==> src/include/flash_cmd_consts.svh <==
`ifndef FLASH_CMD_CONSTS_SVH
`define FLASH_CMD_CONSTS_SVH
// What this block does
// Wrap setting: opcode 77h, 24 don't-care bits, 8-bit setting byte, select low.
// Setting byte bit 7 and bits 3..0 are ignored; bits 6..4 matter.
// Disable bit 0: length field 00/01/10/11 gives 8/16/32/64 bytes in a page.
// Setting holds for later quad reads until rewritten; disable bit 1 returns linear.
// With wrap on, reads past the section end restart at its start.
// Wrap disable bit is 1 after power-on and after software reset.
// Power-down opcode B9h counts only if select rises right after its eighth bit.
// Valid power-down entry completes within the entry delay after select rises.
// In power-down only the release opcode ABh is recognised.
// Device always starts in normal operation, never powered down.
// ABh alone releases power-down; nothing accepted during the first release delay.
// ABh plus three dummy bytes streams the device identifier MSB first, repeating.
// Release with identifier readout waits the second release delay before resuming.
// ABh while a write is in progress is ignored.
// 90h plus 24-bit address streams manufacturer and device bytes MSB first.
// Address bit 0 picks the first byte; bytes alternate until select rises.
// 92h: address two bits per clock, four dummy clocks, data two bits per clock.
// 94h: address four bits per clock, six dummy clocks, data four bits per clock.
// Dual and quad identifier reads ignore the mode byte and upper address bits.
// Inputs sampled on rising clock; select low starts, select high ends each command.
`define OP_SET_WRAP      8'h77
`define OP_POWER_DOWN    8'hb9
`define OP_RELEASE       8'hab
`define OP_ID_SINGLE     8'h90
`define OP_ID_DUAL       8'h92
`define OP_ID_QUAD       8'h94
`define OPCODE_EDGES     6'h08
`define WRAP_NIB1_EDGE   6'h0f
`define WRAP_NIB2_EDGE   6'h10
`define REL_ID_START     6'h20
`define ID1_ADDR0_EDGE   6'h20
`define ID1_START        6'h20
`define ID2_ADDR0_EDGE   6'h14
`define ID2_START        6'h18
`define ID4_ADDR0_EDGE   6'h0e
`define ID4_START        6'h14
`define EDGE_CNT_MAX     6'h3f
`define WRAP_MIN_BYTES   6'h08
`define CLK_PERIOD_NS    40
`define PD_ENTRY_NS      3000
`define RELEASE1_NS      3000
`define RELEASE2_NS      8000
`define PD_ENTRY_CYC     (`PD_ENTRY_NS / `CLK_PERIOD_NS)
`define RELEASE1_CYC     (`RELEASE1_NS / `CLK_PERIOD_NS)
`define RELEASE2_CYC     (`RELEASE2_NS / `CLK_PERIOD_NS)
`endif

==> src/include/flash_cmd_pkg.sv <==
package flash_cmd_pkg;
    typedef enum logic [1:0] {PWR_NORMAL, PWR_ENTERING, PWR_DOWN, PWR_RELEASING} pwr_state_t;
    typedef enum logic [2:0] {FR_IDLE, FR_OPCODE, FR_BODY, FR_OUTPUT, FR_IGNORE} frame_t;
endpackage

==> src/rtl/flash_cmd_core.sv <==
`include "flash_cmd_consts.svh"

module flash_cmd_core #(
    parameter logic [7:0] MFR_ID = 8'h5a,  // Arbitrary value
    parameter logic [7:0] DEV_ID = 8'h3c   // Arbitrary value
) (
    input  wire logic        clk_sys,
    input  wire logic        rst,
    input  wire logic        clk_en,
    input  wire logic        cs_n,
    input  wire logic        sclk,
    input  wire logic [3:0]  io_in,
    output logic      [3:0]  io_out,
    output logic      [3:0]  io_oe,
    input  wire logic        write_in_progress_flag,
    input  wire logic        sw_reset,
    input  wire logic        rd_advance,
    input  wire logic [23:0] rd_addr_in,
    output logic      [23:0] rd_addr_next,
    output logic             wrap_disable_bit,
    output logic      [1:0]  wrap_length_field,
    output logic             power_down
);
    logic       cs_lvl;
    logic       cs_rise;
    logic       cs_fall;
    logic       sclk_rise;
    logic       sclk_fall;
    logic [3:0] io_lvl;

    pin_sync #(.W(1), .RST_VAL(8'h01)) u_cs (
        .clk_sys(clk_sys), .rst(rst), .clk_en(clk_en), .pin(cs_n),
        .level(cs_lvl), .rise(cs_rise), .fall(cs_fall));
    pin_sync #(.W(1), .RST_VAL(8'h00)) u_sclk (
        .clk_sys(clk_sys), .rst(rst), .clk_en(clk_en), .pin(sclk),
        .level(), .rise(sclk_rise), .fall(sclk_fall));
    pin_sync #(.W(4), .RST_VAL(8'h00)) u_io (
        .clk_sys(clk_sys), .rst(rst), .clk_en(clk_en), .pin(io_in),
        .level(io_lvl), .rise(), .fall());

    // Rising edge after which data starts; mode and dummy clocks just pass
    function automatic logic [5:0] start_edge(input logic [7:0] op);
        case (op)
            `OP_RELEASE:   start_edge = `REL_ID_START;
            `OP_ID_SINGLE: start_edge = `ID1_START;
            `OP_ID_DUAL:   start_edge = `ID2_START;
            `OP_ID_QUAD:   start_edge = `ID4_START;
            default:       start_edge = `EDGE_CNT_MAX;
        endcase
    endfunction

    function automatic logic [2:0] lane_width(input logic [7:0] op);
        case (op)
            `OP_ID_DUAL: lane_width = 3'h2;
            `OP_ID_QUAD: lane_width = 3'h4;
            default:     lane_width = 3'h1;
        endcase
    endfunction

    function automatic logic [5:0] addr0_edge(input logic [7:0] op);
        case (op)
            `OP_ID_DUAL: addr0_edge = `ID2_ADDR0_EDGE;
            `OP_ID_QUAD: addr0_edge = `ID4_ADDR0_EDGE;
            default:     addr0_edge = `ID1_ADDR0_EDGE;
        endcase
    endfunction

    // Wrap mask arithmetic relies on 6-bit overflow: 8<<3 wraps to 0, minus 1 is 3f
    function automatic logic [23:0] step_addr(input logic [23:0] a, input logic dis,
                                              input logic [1:0] len);
        logic [5:0]  m;
        logic [23:0] inc;
        m   = (`WRAP_MIN_BYTES << len) - 6'h01;
        inc = a + 24'h000001;
        if (dis)
            step_addr = inc;
        else
            step_addr = {a[23:6], (a[5:0] & ~m) | (inc[5:0] & m)};
    endfunction

    flash_cmd_pkg::frame_t     phase;
    flash_cmd_pkg::frame_t     next_phase;
    flash_cmd_pkg::pwr_state_t pwr;
    flash_cmd_pkg::pwr_state_t next_pwr;
    logic [7:0]  opcode;
    logic [7:0]  next_opcode;
    logic [5:0]  edge_cnt;
    logic [5:0]  next_edge_cnt;
    logic [3:0]  wrap_nib;
    logic [3:0]  next_wrap_nib;
    logic        addr_lsb;
    logic        next_addr_lsb;
    logic [7:0]  out_sh;
    logic [7:0]  next_out_sh;
    logic [3:0]  out_left;
    logic [3:0]  next_out_left;
    logic        out_sel;
    logic        next_out_sel;
    logic [11:0] timer;
    logic [11:0] next_timer;
    logic [3:0]  next_io_out;
    logic [3:0]  next_io_oe;
    logic        next_wrap_disable_bit;
    logic [1:0]  next_wrap_length_field;
    logic [23:0] next_rd_addr_next;
    logic        wrap_commit;

    always_comb begin
        logic [5:0] cnt_inc;
        logic [7:0] op_in;
        logic [7:0] byte_now;
        logic [2:0] w;
        cnt_inc                = (edge_cnt == `EDGE_CNT_MAX) ? edge_cnt : edge_cnt + 6'h01;
        op_in                  = {opcode[6:0], io_lvl[0]};
        w                      = lane_width(opcode);
        byte_now               = out_sh;
        next_phase             = phase;
        next_pwr               = pwr;
        next_opcode            = opcode;
        next_edge_cnt          = edge_cnt;
        next_wrap_nib          = wrap_nib;
        next_addr_lsb          = addr_lsb;
        next_out_sh            = out_sh;
        next_out_left          = out_left;
        next_out_sel           = out_sel;
        next_timer             = timer;
        next_io_out            = io_out;
        next_io_oe             = io_oe;
        next_wrap_disable_bit  = wrap_disable_bit;
        next_wrap_length_field = wrap_length_field;
        next_rd_addr_next      = rd_addr_next;
        wrap_commit            = 1'b0;

        if (rd_advance)
            next_rd_addr_next = step_addr(rd_addr_in, wrap_disable_bit,
                                          wrap_length_field);

        // Delay timers run regardless of the link
        if (pwr == flash_cmd_pkg::PWR_ENTERING || pwr == flash_cmd_pkg::PWR_RELEASING) begin
            if (timer == 12'h000)
                next_pwr = (pwr == flash_cmd_pkg::PWR_ENTERING) ?
                           flash_cmd_pkg::PWR_DOWN : flash_cmd_pkg::PWR_NORMAL;
            else
                next_timer = timer - 12'h001;
        end

        if (cs_rise) begin
            next_phase = flash_cmd_pkg::FR_IDLE;
            next_io_oe = 4'h0;
            if (phase != flash_cmd_pkg::FR_IGNORE && phase != flash_cmd_pkg::FR_IDLE) begin
                if (opcode == `OP_POWER_DOWN && edge_cnt == `OPCODE_EDGES &&
                    pwr == flash_cmd_pkg::PWR_NORMAL) begin
                    next_pwr   = flash_cmd_pkg::PWR_ENTERING;
                    next_timer = 12'(`PD_ENTRY_CYC - 1);
                end
                if (opcode == `OP_RELEASE && pwr == flash_cmd_pkg::PWR_DOWN) begin
                    next_pwr   = flash_cmd_pkg::PWR_RELEASING;
                    next_timer = (edge_cnt == `OPCODE_EDGES) ?
                                 12'(`RELEASE1_CYC - 1) : 12'(`RELEASE2_CYC - 1);
                end
            end
        end else if (cs_fall) begin
            next_edge_cnt = 6'h00;
            next_opcode   = 8'h00;
            // No command is taken while an entry or release delay runs
            next_phase = (pwr == flash_cmd_pkg::PWR_ENTERING ||
                          pwr == flash_cmd_pkg::PWR_RELEASING) ?
                         flash_cmd_pkg::FR_IGNORE : flash_cmd_pkg::FR_OPCODE;
        end else if (!cs_lvl && sclk_rise) begin
            next_edge_cnt = cnt_inc;
            case (phase)
                flash_cmd_pkg::FR_OPCODE: begin
                    next_opcode = op_in;
                    if (cnt_inc == `OPCODE_EDGES) begin
                        if (pwr == flash_cmd_pkg::PWR_DOWN && op_in != `OP_RELEASE)
                            next_phase = flash_cmd_pkg::FR_IGNORE;
                        else if (op_in == `OP_RELEASE && write_in_progress_flag)
                            next_phase = flash_cmd_pkg::FR_IGNORE;
                        else if (op_in == `OP_SET_WRAP || op_in == `OP_POWER_DOWN ||
                                 op_in == `OP_RELEASE || op_in == `OP_ID_SINGLE ||
                                 op_in == `OP_ID_DUAL || op_in == `OP_ID_QUAD)
                            next_phase = flash_cmd_pkg::FR_BODY;
                        else
                            next_phase = flash_cmd_pkg::FR_IGNORE;
                    end
                end
                flash_cmd_pkg::FR_BODY: begin
                    if (opcode == `OP_SET_WRAP) begin
                        if (cnt_inc == `WRAP_NIB1_EDGE)
                            next_wrap_nib = io_lvl;
                        if (cnt_inc == `WRAP_NIB2_EDGE) begin
                            wrap_commit            = 1'b1;
                            // Top bit of first nibble and whole second nibble dropped
                            next_wrap_disable_bit  = wrap_nib[0];
                            next_wrap_length_field = wrap_nib[2:1];
                            next_phase             = flash_cmd_pkg::FR_IGNORE;
                        end
                    end else if (opcode == `OP_POWER_DOWN) begin
                        next_phase = flash_cmd_pkg::FR_IGNORE;
                    end else begin
                        if (cnt_inc == addr0_edge(opcode))
                            next_addr_lsb = io_lvl[0];
                        if (cnt_inc == start_edge(opcode)) begin
                            next_phase    = flash_cmd_pkg::FR_OUTPUT;
                            next_out_left = 4'h0;
                            next_out_sel  = (opcode == `OP_RELEASE) ? 1'b1 :
                                            (opcode == `OP_ID_SINGLE) ? io_lvl[0] :
                                            next_addr_lsb;
                        end
                    end
                end
                default: ;
            endcase
        end else if (!cs_lvl && sclk_fall && phase == flash_cmd_pkg::FR_OUTPUT) begin
            if (out_left == 4'h0) begin
                byte_now = out_sel ? DEV_ID : MFR_ID;
                if (opcode != `OP_RELEASE)
                    next_out_sel = ~out_sel;
            end
            next_out_left = ((out_left == 4'h0) ? 4'h8 : out_left) - {1'b0, w};
            next_out_sh   = byte_now << w;
            case (w)
                3'h4: begin
                    next_io_out = byte_now[7:4];
                    next_io_oe  = 4'hf;
                end
                3'h2: begin
                    next_io_out = {2'h0, byte_now[7:6]};
                    next_io_oe  = 4'h3;
                end
                default: begin
                    next_io_out = {2'h0, byte_now[7], 1'b0};
                    next_io_oe  = 4'h2;
                end
            endcase
        end

        if (sw_reset)
            next_wrap_disable_bit = 1'b1;
    end

    always_ff @(posedge clk_sys) begin
        if (rst) begin
            phase             <= flash_cmd_pkg::FR_IDLE;
            pwr               <= flash_cmd_pkg::PWR_NORMAL;
            opcode            <= 8'h00;
            edge_cnt          <= 6'h00;
            wrap_nib          <= 4'h0;
            addr_lsb          <= 1'b0;
            out_sh            <= 8'h00;
            out_left          <= 4'h0;
            out_sel           <= 1'b0;
            timer             <= 12'h000;
            io_out            <= 4'h0;
            io_oe             <= 4'h0;
            wrap_disable_bit  <= 1'b1;
            wrap_length_field <= 2'h0;
            rd_addr_next      <= 24'h000000;
            power_down        <= 1'b0;
        end else if (clk_en) begin
            phase             <= next_phase;
            pwr               <= next_pwr;
            opcode            <= next_opcode;
            edge_cnt          <= next_edge_cnt;
            wrap_nib          <= next_wrap_nib;
            addr_lsb          <= next_addr_lsb;
            out_sh            <= next_out_sh;
            out_left          <= next_out_left;
            out_sel           <= next_out_sel;
            timer             <= next_timer;
            io_out            <= next_io_out;
            io_oe             <= next_io_oe;
            wrap_disable_bit  <= next_wrap_disable_bit;
            wrap_length_field <= next_wrap_length_field;
            rd_addr_next      <= next_rd_addr_next;
            power_down        <= (next_pwr == flash_cmd_pkg::PWR_DOWN ||
                                  next_pwr == flash_cmd_pkg::PWR_RELEASING);
        end
    end

    a_wrap_sw_reset: assert property (@(posedge clk_sys) disable iff (rst)
        (clk_en && sw_reset) |=> wrap_disable_bit)
        else $error("wrap not disabled after software reset");

    a_wrap_commit_bits: assert property (@(posedge clk_sys) disable iff (rst)
        (clk_en && wrap_commit && !sw_reset) |=>
        (wrap_disable_bit == $past(wrap_nib[0]) &&
         wrap_length_field == $past(wrap_nib[2:1])))
        else $error("wrap setting not stored from bits 6 to 4");

    a_wrap_section: assert property (@(posedge clk_sys) disable iff (rst)
        (clk_en && rd_advance && !wrap_disable_bit && wrap_length_field == 2'h0) |=>
        (rd_addr_next[23:3] == $past(rd_addr_in[23:3]) &&
         rd_addr_next[2:0] == $past(rd_addr_in[2:0]) + 3'h1))
        else $error("read address left its 8-byte section");

    a_pd_entry_done: assert property (@(posedge clk_sys) disable iff (rst)
        (clk_en && pwr == flash_cmd_pkg::PWR_ENTERING && timer == 12'h000) |=>
        power_down)
        else $error("power-down not reached at end of entry delay");

    a_pd_start_normal: assert property (@(posedge clk_sys) disable iff (rst)
        $fell(rst) |-> (!power_down && pwr == flash_cmd_pkg::PWR_NORMAL))
        else $error("device left reset powered down");

    a_pd_only_release: assert property (@(posedge clk_sys) disable iff (rst)
        (pwr == flash_cmd_pkg::PWR_DOWN && phase == flash_cmd_pkg::FR_BODY) |->
        opcode == `OP_RELEASE)
        else $error("instruction other than release taken in power-down");

    a_release_quiet: assert property (@(posedge clk_sys) disable iff (rst)
        (clk_en && cs_fall && pwr == flash_cmd_pkg::PWR_RELEASING) |=>
        phase == flash_cmd_pkg::FR_IGNORE)
        else $error("command accepted during release delay");

    a_wip_blocks_release: assert property (@(posedge clk_sys) disable iff (rst)
        (clk_en && phase == flash_cmd_pkg::FR_OPCODE && sclk_rise && !cs_lvl &&
         edge_cnt == 6'h07 && write_in_progress_flag &&
         {opcode[6:0], io_lvl[0]} == `OP_RELEASE) |=> phase == flash_cmd_pkg::FR_IGNORE)
        else $error("release taken while write in progress");

    a_oe_off_at_cs: assert property (@(posedge clk_sys) disable iff (rst)
        (clk_en && cs_rise) |=> (io_oe == 4'h0) [*2])
        else $error("pins still driven after select rose");

    a_quad_lanes: assert property (@(posedge clk_sys) disable iff (rst)
        (io_oe != 4'h0 && opcode == `OP_ID_QUAD) |-> io_oe == 4'hf)
        else $error("quad identifier read not on four lanes");
endmodule

==> src/rtl/pin_sync.sv <==
module pin_sync #(
    parameter int         W       = 1,
    parameter logic [7:0] RST_VAL = 8'h00
) (
    input  wire logic         clk_sys,
    input  wire logic         rst,
    input  wire logic         clk_en,
    input  wire logic [W-1:0] pin,
    output logic      [W-1:0] level,
    output logic      [W-1:0] rise,
    output logic      [W-1:0] fall
);
    logic [W-1:0] meta;
    logic [W-1:0] stable;
    logic [W-1:0] prev;
    logic [W-1:0] next_meta;
    logic [W-1:0] next_stable;
    logic [W-1:0] next_prev;

    always_comb begin
        next_meta   = meta;
        next_stable = stable;
        next_prev   = prev;
        if (clk_en) begin
            next_meta   = pin;
            next_stable = meta;
            next_prev   = stable;
        end
    end

    always_ff @(posedge clk_sys) begin
        if (rst) begin
            meta   <= RST_VAL[W-1:0];
            stable <= RST_VAL[W-1:0];
            prev   <= RST_VAL[W-1:0];
        end else begin
            meta   <= next_meta;
            stable <= next_stable;
            prev   <= next_prev;
        end
    end

    // Edges come from the second and third stages only
    assign level = stable;
    assign rise  = stable & ~prev;
    assign fall  = ~stable & prev;
endmodule

==> config.mk <==
export PLATFORM = sky130hd
export DESIGN_NAME = flash_cmd_core
export DESIGN_NICKNAME = d
export VERILOG_FILES = /design/src/include/flash_cmd_pkg.sv /design/src/rtl/flash_cmd_core.sv /design/src/rtl/pin_sync.sv
export VERILOG_INCLUDE_DIRS = /design/src /design/src/include
export SDC_FILE = /design/constraint.sdc
export NUM_CORES = 1
export LEC_CHECK = 0
export BUFFER_PORTS_ARGS = -buffer_cell sky130_fd_sc_hd__buf_2
export CORE_ASPECT_RATIO = 2
export CORE_MARGIN = 4
export CORE_UTILIZATION = 45
export DETAILED_ROUTE_END_ITERATION = 16
export GPL_TIMING_DRIVEN = 0
export PLACE_DENSITY = 0.65
export SYNTH_ARGS = -nofsm -noshare
export SYNTH_HDL_FRONTEND = slang
export SYNTH_SLANG_ARGS = --single-unit
export TNS_END_PERCENT = 20
==> constraint.sdc <==
create_clock -name clk_sys -period 4.8 [get_ports clk_sys]
set_input_delay 0.24 -clock clk_sys [delete_from_list [all_inputs] [get_ports clk_sys]]
set_output_delay 0.24 -clock clk_sys [all_outputs]
set_load 0.02 [all_outputs]
==> summary.md, run 1 <==
| Metric | Value |
|---|---|
| Post-CTS Setup Repair Bufs | 0 |
| Synthesis-to-finish area growth | 15.1% |
| WP data arrival | 4.21 ns |
| Root Driver | clkbuf_16 |
| Unrepaired setup endpoints after global routing | false |
| Row cnt | 56 |
| Fin cells | between 900 and 1k |
| PwrDens | approximately 270 mW/mm^2 |
| Worst slew margin | a little under 50% |
| Initial Util | between 40% and 50% |
| Area after DPL | 0.00596 sq mm |
| Initial DRT Pass Iterations | 5 |
| Total core area | roughly 0.012 sq mm |
| Clock buffer depth | 2 |
| Max-Cap Viols | 0 |
| Switching share of power | between 20 and 30% |
| Outcome | finished, final reports clean |
| Fin crit share | 81.6% |
| Sw power | between 400 and 500 uW |
| Via Count | 5529 |
| Worst Skew | between 0.007 and 0.008 ns |
| Clk_lat worst skew | around 0.35 ns |
| Warnings, synthesis | 0 |
| CTS resizes | 0 |
| Slew @ Worst Pin | roughly 0.76 ns |
| Placer congestion estimate | around 0.93 |
| Die width | about 86 um |
| Share of layout cells above drive strength 1 | roughly 14% |
| Clock buffer count from CTS | 9 |
| Final core utilization | between 50% and 60% |
| Post-synth EDFFs | 0 |
| # IOs | between 70 and 80 |
| Vias in the first global route | around 5.3k |
| GRT Total Usage | between 20% and 30% |
| Hold Path Class | in -> reg |
| Mapped cell area | 0.00543 sq mm |
| Maximum vdd drop | 0.000200 V |
| Synth Area per Inst | between 7 and 8 sq um |
| Setup CP Type | reg -> reg |
| Top FF cell, synth | dfxtp_1 |
| Crit end category | register |
| Die Height | 163 um |
| Synth cell types | 66 |
| Antenna Nets Post-Route | 0 |
| TritonCTS clock tree | built |
| Clk slew on worst S/H paths | approximately 0.070 ns |
| Finished Cell Area | between 0.006 and 0.007 sq mm |
| DRC Markers | 0 |
| Leakage | roughly 0.0024 uW |
| Post-Place Cells | a little over 900 |
| # H-tree levels | 3 |
| Fmax | between 0.2 and 0.3 GHz |
| Final setup fails | 0 |
| Nets | slightly above 800 |
| Via/cell ratio | 5.96 |
| Ant diodes | 0 |
| Worst Path Max Fanout | 10 |
| Largest net degree at the start of global routing | 19 |
| First-pass GRT wire length | 25.7 mm |
| Hold_buf cts | 0 |
| Routed wire per std cell | about 17 um |
| Number of antenna violations at the first check in global routing | 0 |
| Grt ovf | 0 |
| Routed wire length | between 15 and 20 mm |
| Num Clock Sinks | 95 |
| P_int | about 1200 uW |
| Ys async rst share | 0% |
| Comb power frac | about a tenth |
| Synth Register Bits | 95 |
| Fin Setup TNS | 0 ns |
| Syn_nets | ~750 |
| Initial detailed-routing violation count | between 300 and 400 |
| Clock power share | about two fifths |
| Die area | roughly 0.014 sq mm |
| Tmin final | approximately 3.9 ns |
| Synth Instances | around 700 |
| WP data required | around 5.1 ns |
| Overall power | 1690 uW |
| IO buf count | 70 |
| Final number of hold-violating endpoints | 0 |
| DP Wirelength | between 10 and 15 mm |
| Crit start category | register |
| Pins over their slew limit | 0 |
| Sequential area share after synthesis | 35.1% |
| Seq pwr share | between 40 and 50% |
metrics by stage:
step	hold WS [ns]	setup WS, ns
global route	0.127	0.788
global placement	0.440	1.09
detailed placement	0.445	1.02
CTS	0.120	0.975
floorplan	0.336	1.76
finish	0.125	0.882
cell usage in the layout, fill, tap and decap left out, types with 7 or more instances in the layout:
cell type  Yosys  final
a211oi_1      22     22
a21oi_1       58     58
a22oi_1       11     11
buf_2          4     74
clkbuf_1      39     39
clkbuf_16      0      9
dfxtp_1       95     95
ha_1          13     13
inv_1         19     19
mux2i_1       18     18
nand2_1       45     45
nand2b_1       7      7
nand3_1       27     27
nand4_1       12     12
nor2_1       115    115
nor3_1        23     23
nor3b_1       12     12
o211ai_1       7      7
o21ai_0       32     32
or3_1         11     11
or4_1          8      8
xnor2_1       11     11
xor2_1        14     14
logic make-up after synthesis:
group | Yosys count | share of synthesized area (%)
DFF | 95 | 35.1
AOI/OAI and AO/OA | 172 | 20.5
xor gates and xnor gates | 25 | 4.04
buffers and inverters | 69 | 5.21
adders and majority gates | 14 | 3.37
and+or+nand+nor | 303 | 28.3
muxes | 19 | 3.53
area by class of cell:
cell class	instances	area, sq um
inverters	20	75.1
clock buffers	9	225
fillers	1156	5530
clock inverters	7	63.8
plain buffers	49	208
well taps	145	181
multi-input cells	533	3240
repair buffers	70	350
flip-flops and latches	95	1900
power groups by stage:
| stage | sequential, uW | clock (uW) | combinational [uW] |
|---|---|---|---|
| after floorplan | 855 | 0 | 79.7 |
| after global placement | 839 | 0 | 160 |
| after detailed placement | 840 | 0 | 162 |
| after CTS | 822 | 716 | 163 |
| after global routing | 824 | 752 | 179 |
| final | 822 | 705 | 163 |
final timing paths:
kind         cells past startpoint  startpoint         to  slack (ns)
max                             11   opcode[0]    out_sel        0.88
min                              3        cs_n  u_cs.meta        0.13
max reg2reg                     11   opcode[0]    out_sel        0.88
min reg2reg                      2   io_out[3]  io_out[3]        0.45
worst max-delay path: stages (launching register included):
cell and delay (ns):
dfxtp_1 0.30, clkbuf_1 0.21, nor4_2 0.48, nand4_1 0.54
ha_1 0.50, clkbuf_1 0.27, or2_1 0.35, xnor2_1 0.17
o2111ai_1 0.22, a22o_1 0.24, or4b_1 0.50, nand2_1 0.08
cells in the mapped netlist (3+ instances only):
cell type	count	area [sq um]
a21o_1	4	30.0
a311oi_1	6	52.6
o211ai_1	7	52.6
dfxtp_1	95	1900
nand3b_1	3	22.5
or3_1	11	68.8
a31oi_1	5	31.3
o21ai_0	32	160
nand4b_1	3	26.3
xor2_1	14	123
a22oi_1	11	82.6
and3_1	4	25.0
and2_1	4	25.0
nor3b_1	12	90.1
nor3_1	23	115
mux2i_1	18	180
nor4_2	3	37.5
a21oi_1	58	290
buf_4	3	22.5
nand4_1	12	75.1
nand3_1	27	135
buf_2	4	20.0
and4_1	5	43.8
nor2_1	115	432
clkbuf_1	39	146
nand2b_1	7	43.8
ha_1	13	163
nor2b_1	3	18.8
nor4_1	5	31.3
or4_1	8	60.1
a211oi_1	22	165
o21ai_1	3	15.0
nand2_1	45	169
xnor2_1	11	96.3
inv_1	19	71.3
layer usage:
| layer | part of all wire, % | up-vias | track usage (%) |
|---|---|---|---|
| met5 | 0 | - | 0 |
| met4 | 3.4 | 0 | 10.5 |
| met3 | 5.9 | 32 | 4.49 |
| met2 | 53 | 228 | 41.9 |
| met1 | 38 | 2592 | 24.9 |
| li1 | - | 2677 | - |
sequential cells by signal, indices dropped and copies added, names as in the netlist, 3 cells and up:
name / flops
out_sh: 8
edge_cnt: 6
timer: 12
phase: 3
opcode: 8
u_io.level: 3
out_left: 4
wrap_nib: 3
io_oe: 3
rd_addr_next: 24
io_out: 4
u_io.meta: 3
No activity file was read; power rests on OpenSTA's default activity.
==> run 2, diff against run 1 <==
- clock period: 4.8 -> 3.87 ns (I/O delays scaled with it)
==> run 2 against run 1 <==
- clock power increased by 24%
- sequential share of layout area hardly changed
- routed wire length decreased by 0.33%
- sequential power up 24%
- power grew 24%
- clock skew is 0.00064 ns higher
- cell area up 0.12%
- hold slack got worse by 0.043 ns
- setup slack got worse by 0.63 ns
- first-iteration DRC count grew 10%
- maximum frequency increased by 8.2%
- critical path type unchanged
- largest cell class unchanged
==> summary.md, run 2 (same netlist as run 1, synthesis figures left out) <==
| Metric | Value |
|---|---|
| Outcome | finished, final reports clean |
| Crit start category | register |
| Clock buffer depth | 2 |
| Die width | ~86 um |
| Hold Path Class | in -> reg |
| Final number of hold-violating endpoints | 0 |
| GRT Total Usage | approximately 23% |
| Hold_buf cts | 0 |
| Root Driver | clkbuf_16 |
| Fmax | roughly 0.28 GHz |
| Worst Path Max Fanout | 10 |
| WP data required | 4.16 ns |
| Pins over their slew limit | 0 |
| Fin cells | a little over 900 |
| Fin Setup TNS | 0 ns |
| Leading cell types in the layout, fill and taps excluded | nor2_1, dfxtp_1, buf_2 |
| IO buf count | 70 |
| Antenna Nets Post-Route | 0 |
| # IOs | 72 |
| Number of antenna violations at the first check in global routing | 0 |
| Initial DRT Pass Iterations | 5 |
| Place WS | between 0.08 and 0.09 ns |
| Top reg by flops | rd_addr_next |
| R2R cell count | 11 |
| Post-Place Cells | roughly 910 |
| Max-Cap Viols | 0 |
| DP Wirelength | 12.2 mm |
| Max reg flops | 24 |
| Clock buffer count from CTS | 9 |
| Share of layout cells above drive strength 1 | about 14% |
| Placer congestion estimate | roughly 0.93 |
| Fin crit share | a little over 90% |
| PwrDens | approximately 330 mW/mm^2 |
| # H-tree levels | 3 |
| Worst Skew | 0.00858 ns |
| Post-CTS Setup Repair Bufs | 0 |
| Slew @ Worst Pin | ~0.76 ns |
| Largest net degree at the start of global routing | 19 |
| Initial detailed-routing violation count | between 300 and 400 |
| Hold endpoint | u_cs.meta |
| Initial Util | a little under half |
| Largest registers | rd_addr_next x24, timer x12 |
| Maximum vdd drop | about 0.00025 V |
| TritonCTS clock tree | built |
| Final core utilization | a little over half |
| Reg2Reg Capture Point | out_sel |
| Tmin final | around 3.6 ns |
| Routed wire per std cell | around 17 um |
| Setup slack, reg-to-reg | around 0.25 ns |
| Worst slew margin | between 40% and 50% |
| Leakage | ~0.0024 uW |
| Ant diodes | 0 |
| Setup CP Type | reg -> reg |
| Via/cell ratio | between 5 and 6 |
| First-pass GRT wire length | 25.7 mm |
| Worst Hold Depth | 3 |
| Clk slew on worst S/H paths | ~0.070 ns |
| Setup ws final | approximately 0.25 ns |
| Via Count | between 5k and 6k |
| Final setup fails | 0 |
| Synthesis-to-finish area growth | 15.3% |
| Num Clock Sinks | 95 |
| Commonest non-fill, non-tap cell in the layout | nor2_1 |
| Grt ovf | 0 |
| Crit end category | register |
| Worst min-delay path startpoint | cs_n |
| Unrepaired setup endpoints after global routing | false |
| Row cnt | 56 |
| Routed wire length | around 16 mm |
| Die area | 0.0140 sq mm |
| Clk_lat worst skew | about 0.35 ns |
| Total core area | about 0.012 sq mm |
| Die Height | between 150 and 200 um |
| Vias in the first global route | roughly 5.3k |
| Nets | roughly 830 |
| CTS resizes | 0 |
| WP data arrival | roughly 3.9 ns |
| Fillers | ~1.2k |
| RR Startpoint | opcode[6] |
| DRC Markers | 0 |
## run 2: critical path: stages (launching register included)
cell,delay (ns)
dfxtp_1,0.39
nand4bb_1,0.32
nor4_2,0.49
inv_1,0.26
ha_1,0.31
clkbuf_1,0.25
or2_1,0.35
xnor2_1,0.17
o2111ai_1,0.21
a22o_1,0.23
or4b_1,0.50
nand2_1,0.08
## run 2: how the worst max path moves through the flow
stage | to | slack [ns] | start | depth (start not counted)
floorplan | out_sel | 0.83 | opcode[0] | 11
global placement | out_sel | 0.16 | opcode[0] | 11
detailed placement | out_sel | 0.09 | opcode[0] | 11
CTS | out_sel | 0.04 | opcode[0] | 11
global route | out_sel | 0.12 | opcode[6] | 11
finish | out_sel | 0.25 | opcode[6] | 11
## run 2: power by group
part / internal, uW / switching [uW] / total, uW
logic: 69.1 / 132 / 202
clock network: 452 / 419 / 871
registers: 1000 / 16.3 / 1020
total: 1520 / 568 / 2090
## run 2: stage by stage
step	hold slack [ns]	cell area, sq um	total power, uW
floorplan	0.289	5430	1160
global placement	0.435	5960	1240
detailed placement	0.441	5960	1240
CTS	0.0735	6250	2110
global route	0.0804	6250	2180
finish	0.0826	6250	2090
## run 2: final cells by class
class / instances / area [sq um] / share of cell area, %
Multi-Input combinational cell: 533 / 3240 / 51.8
Sequential cell: 95 / 1900 / 30.4
Timing Repair Buffer: 71 / 358 / 5.72
Clock buffer: 9 / 225 / 3.60
Buffer: 49 / 208 / 3.32
Tap cell: 145 / 181 / 2.90
Inverter: 20 / 75.1 / 1.20
Clock inverter: 7 / 63.8 / 1.02
## run 2: layer usage
metal / GRT usage [%] / part of all wire, % / wire length, um / vias to the layer above
met5: 0 / 0 / 0 / -
met4: 10.5 / 3.8 / 600 / 0
met3: 4.49 / 5.3 / 848 / 37
met2: 41.9 / 53 / 8360 / 207
met1: 24.9 / 38 / 6090 / 2621
li1: - / - / - / 2676
==> run 3, diff against run 2 <==
- CAP_MARGIN: unset -> 20
- CORE_ASPECT_RATIO: 2 -> unset
- clock period: 3.87 -> 4.3 ns (I/O delays scaled with it)
==> run 3 against run 2 <==
- critical path depth did not move
- critical endpoint unchanged
- maximum frequency fell by 1.9%
- critical path type unchanged
- die area fell by 0.76%
- global-route usage fell by 0.94 points
- clock power fell by 13%
- clock skew rose by 0.0025 ns
- hold slack improved by 0.0065 ns
- setup slack improved by 0.36 ns
- power fell by 11%
- via count fell by 2.3%
- register-to-register slack improved by 0.36 ns
==> summary.md, run 3 (same netlist as run 1, synthesis figures left out) <==
| Metric | Value |
|---|---|
| Pins over their slew limit | 0 |
| Crit-path cells | nand4bb_1 > nor4_2 > inv_1 > ha_1 > clkbuf_1 > or2_1 > xnor2_1 > o2111ai_1 > a22o_1 > or4b_1 > nand2_1 |
| # IOs | 72 |
| DRC Markers | 0 |
| Maximum vdd drop | approximately 0.00027 V |
| Initial detailed-routing violation count | 408 |
| Commonest non-fill, non-tap cell in the layout | nor2_1 |
| Worst Path Max Fanout | 10 |
| Vias in the first global route | 5183 |
| Routed wire per std cell | 16.5 um |
| Worst stage delay on the critical path | ~0.55 ns |
| Synthesis-to-finish area growth | 14.7% |
| Worst hold margin | slightly below 0.09 ns |
| Total core area | ~0.012 sq mm |
| Placer congestion estimate | a little over 0.9 |
| Leakage | around 0.0024 uW |
| Hold_buf cts | 0 |
| Die Height | ~120 um |
| Critical path's slowest cell | nor4_2 |
| Tmin final | ~3.7 ns |
| Fmax | roughly 0.27 GHz |
| Max reg flops | 24 |
| Worst Path Buf+Inv | 2 |
| Fin Setup TNS | 0 ns |
| Num Clock Sinks | 95 |
| Root Driver | clkbuf_16 |
| First-pass GRT wire length | 25.2 mm |
| Routed wire length | around 15 mm |
| Worst slew margin | a little under half |
| Origin of the worst setup path | opcode[6] |
| GRT Total Usage | a little over a fifth |
| Crit end category | register |
| CP delay by family, top | simple AND/OR/NAND/NOR gates |
| Row cnt | 39 |
| Via/cell ratio | between 5 and 6 |
| PwrDens | between 200 and 300 mW/mm^2 |
| IO buf count | 70 |
| Slew @ Worst Pin | 0.784 ns |
| Number of antenna violations at the first check in global routing | 0 |
| Crit start category | register |
| Largest net degree at the start of global routing | 17 |
| Share of layout cells above drive strength 1 | approximately 14% |
| Hold endpoint | u_io.meta[1] |
| Largest registers | rd_addr_next x24, timer x12 |
| Via Count | roughly 5.4k |
| Setup CP Type | reg -> reg |
| Hold Path Class | in -> reg |
| Leading cell types in the layout, fill and taps excluded | nor2_1, dfxtp_1, buf_2 |
| CTS resizes | 0 |
| Antenna Nets Post-Route | 0 |
| Clock buffer depth | 2 |
| Clock buffer count from CTS | 9 |
| Nets | just over 800 |
| Clk slew on worst S/H paths | about 0.07 ns |
| DP Wirelength | ~11 mm |
| RR Startpoint | opcode[6] |
| Die area | 0.0139 sq mm |
| Initial Util | a little under half |
| Outcome | finished, final reports clean |
| Post-CTS Setup Repair Bufs | 0 |
| Grt ovf | 0 |
| Initial DRT Pass Iterations | 7 |
| WP data arrival | 3.99 ns |
| Worst min-delay path startpoint | io_in[1] |
| Fin crit share | between 80% and 90% |
| Unrepaired setup endpoints after global routing | false |
| Worst Hold Depth | 3 |
| Clk_lat worst skew | 0.36 ns |
| Max-Cap Viols | 0 |
| Die width | 118 um |
| Fillers | 1146 |
| WP data required | between 4 and 5 ns |
| # H-tree levels | 3 |
| Ant diodes | 0 |
| Final number of hold-violating endpoints | 0 |
| TritonCTS clock tree | built |
| Setup slack, reg-to-reg | around 0.61 ns |
| Top reg by flops | rd_addr_next |
| Worst Skew | 0.0111 ns |
| Reg2Reg Capture Point | out_sel |
| CP Depth | 11 |
| Final setup fails | 0 |
| R2R cell count | 11 |
==> run 3: area by class of cell <==
type | count | area, sq um | share of cell area, %
plain buffers | 49 | 208 | 3.34
clock buffers | 10 | 229 | 3.68
clock inverters | 6 | 41.3 | 0.663
inverters | 20 | 75.1 | 1.21
multi-input cells | 533 | 3240 | 52.1
flip-flops and latches | 95 | 1900 | 30.6
well taps | 143 | 179 | 2.87
repair buffers | 70 | 350 | 5.63
==> run 3: power by group <==
part	switching, uW	leakage (uW)	internal [uW]
clock network	363	0.000137	395
logic	118	0.00147	62.1
registers	15.1	0.000773	903
==> run 3: metrics by stage <==
stage	cell area, sq um	util, %	total power [uW]	setup WS [ns]	cells
2_1_floorplan	5430	-	1040	1.26	697
3_3_place_gp	5950	51.3	1110	0.698	910
3_5_place_dp	5950	51.3	1120	0.732	910
4_1_cts	6220	53.6	1870	0.692	926
5_1_grt	6220	53.6	1930	0.393	926
6_report	6220	53.6	1860	0.612	926
==> run 3: how the worst max path moves through the flow <==
stage | endpoint | slack (ns)
floorplan | out_sel | 1.26
global placement | out_sel | 0.70
detailed placement | out_sel | 0.73
CTS | out_sel | 0.69
global route | out_left[3] | 0.39
finish | out_sel | 0.61
==> run 3: per-layer routing <==
layer  up-vias  wire [um]  global-route usage (%)
met4         0        257                    6.67
met3        22        998                    5.14
met2       162       7050                    35.4
met5         -          0                       0
li1       2672          -                       -
met1      2556       6990                    29.4
==> run 3: tightest hold or removal path: stages <==
cell and delay, ns:
buf_2 0.07, mux2i_1 0.05, nor2_1 0.07
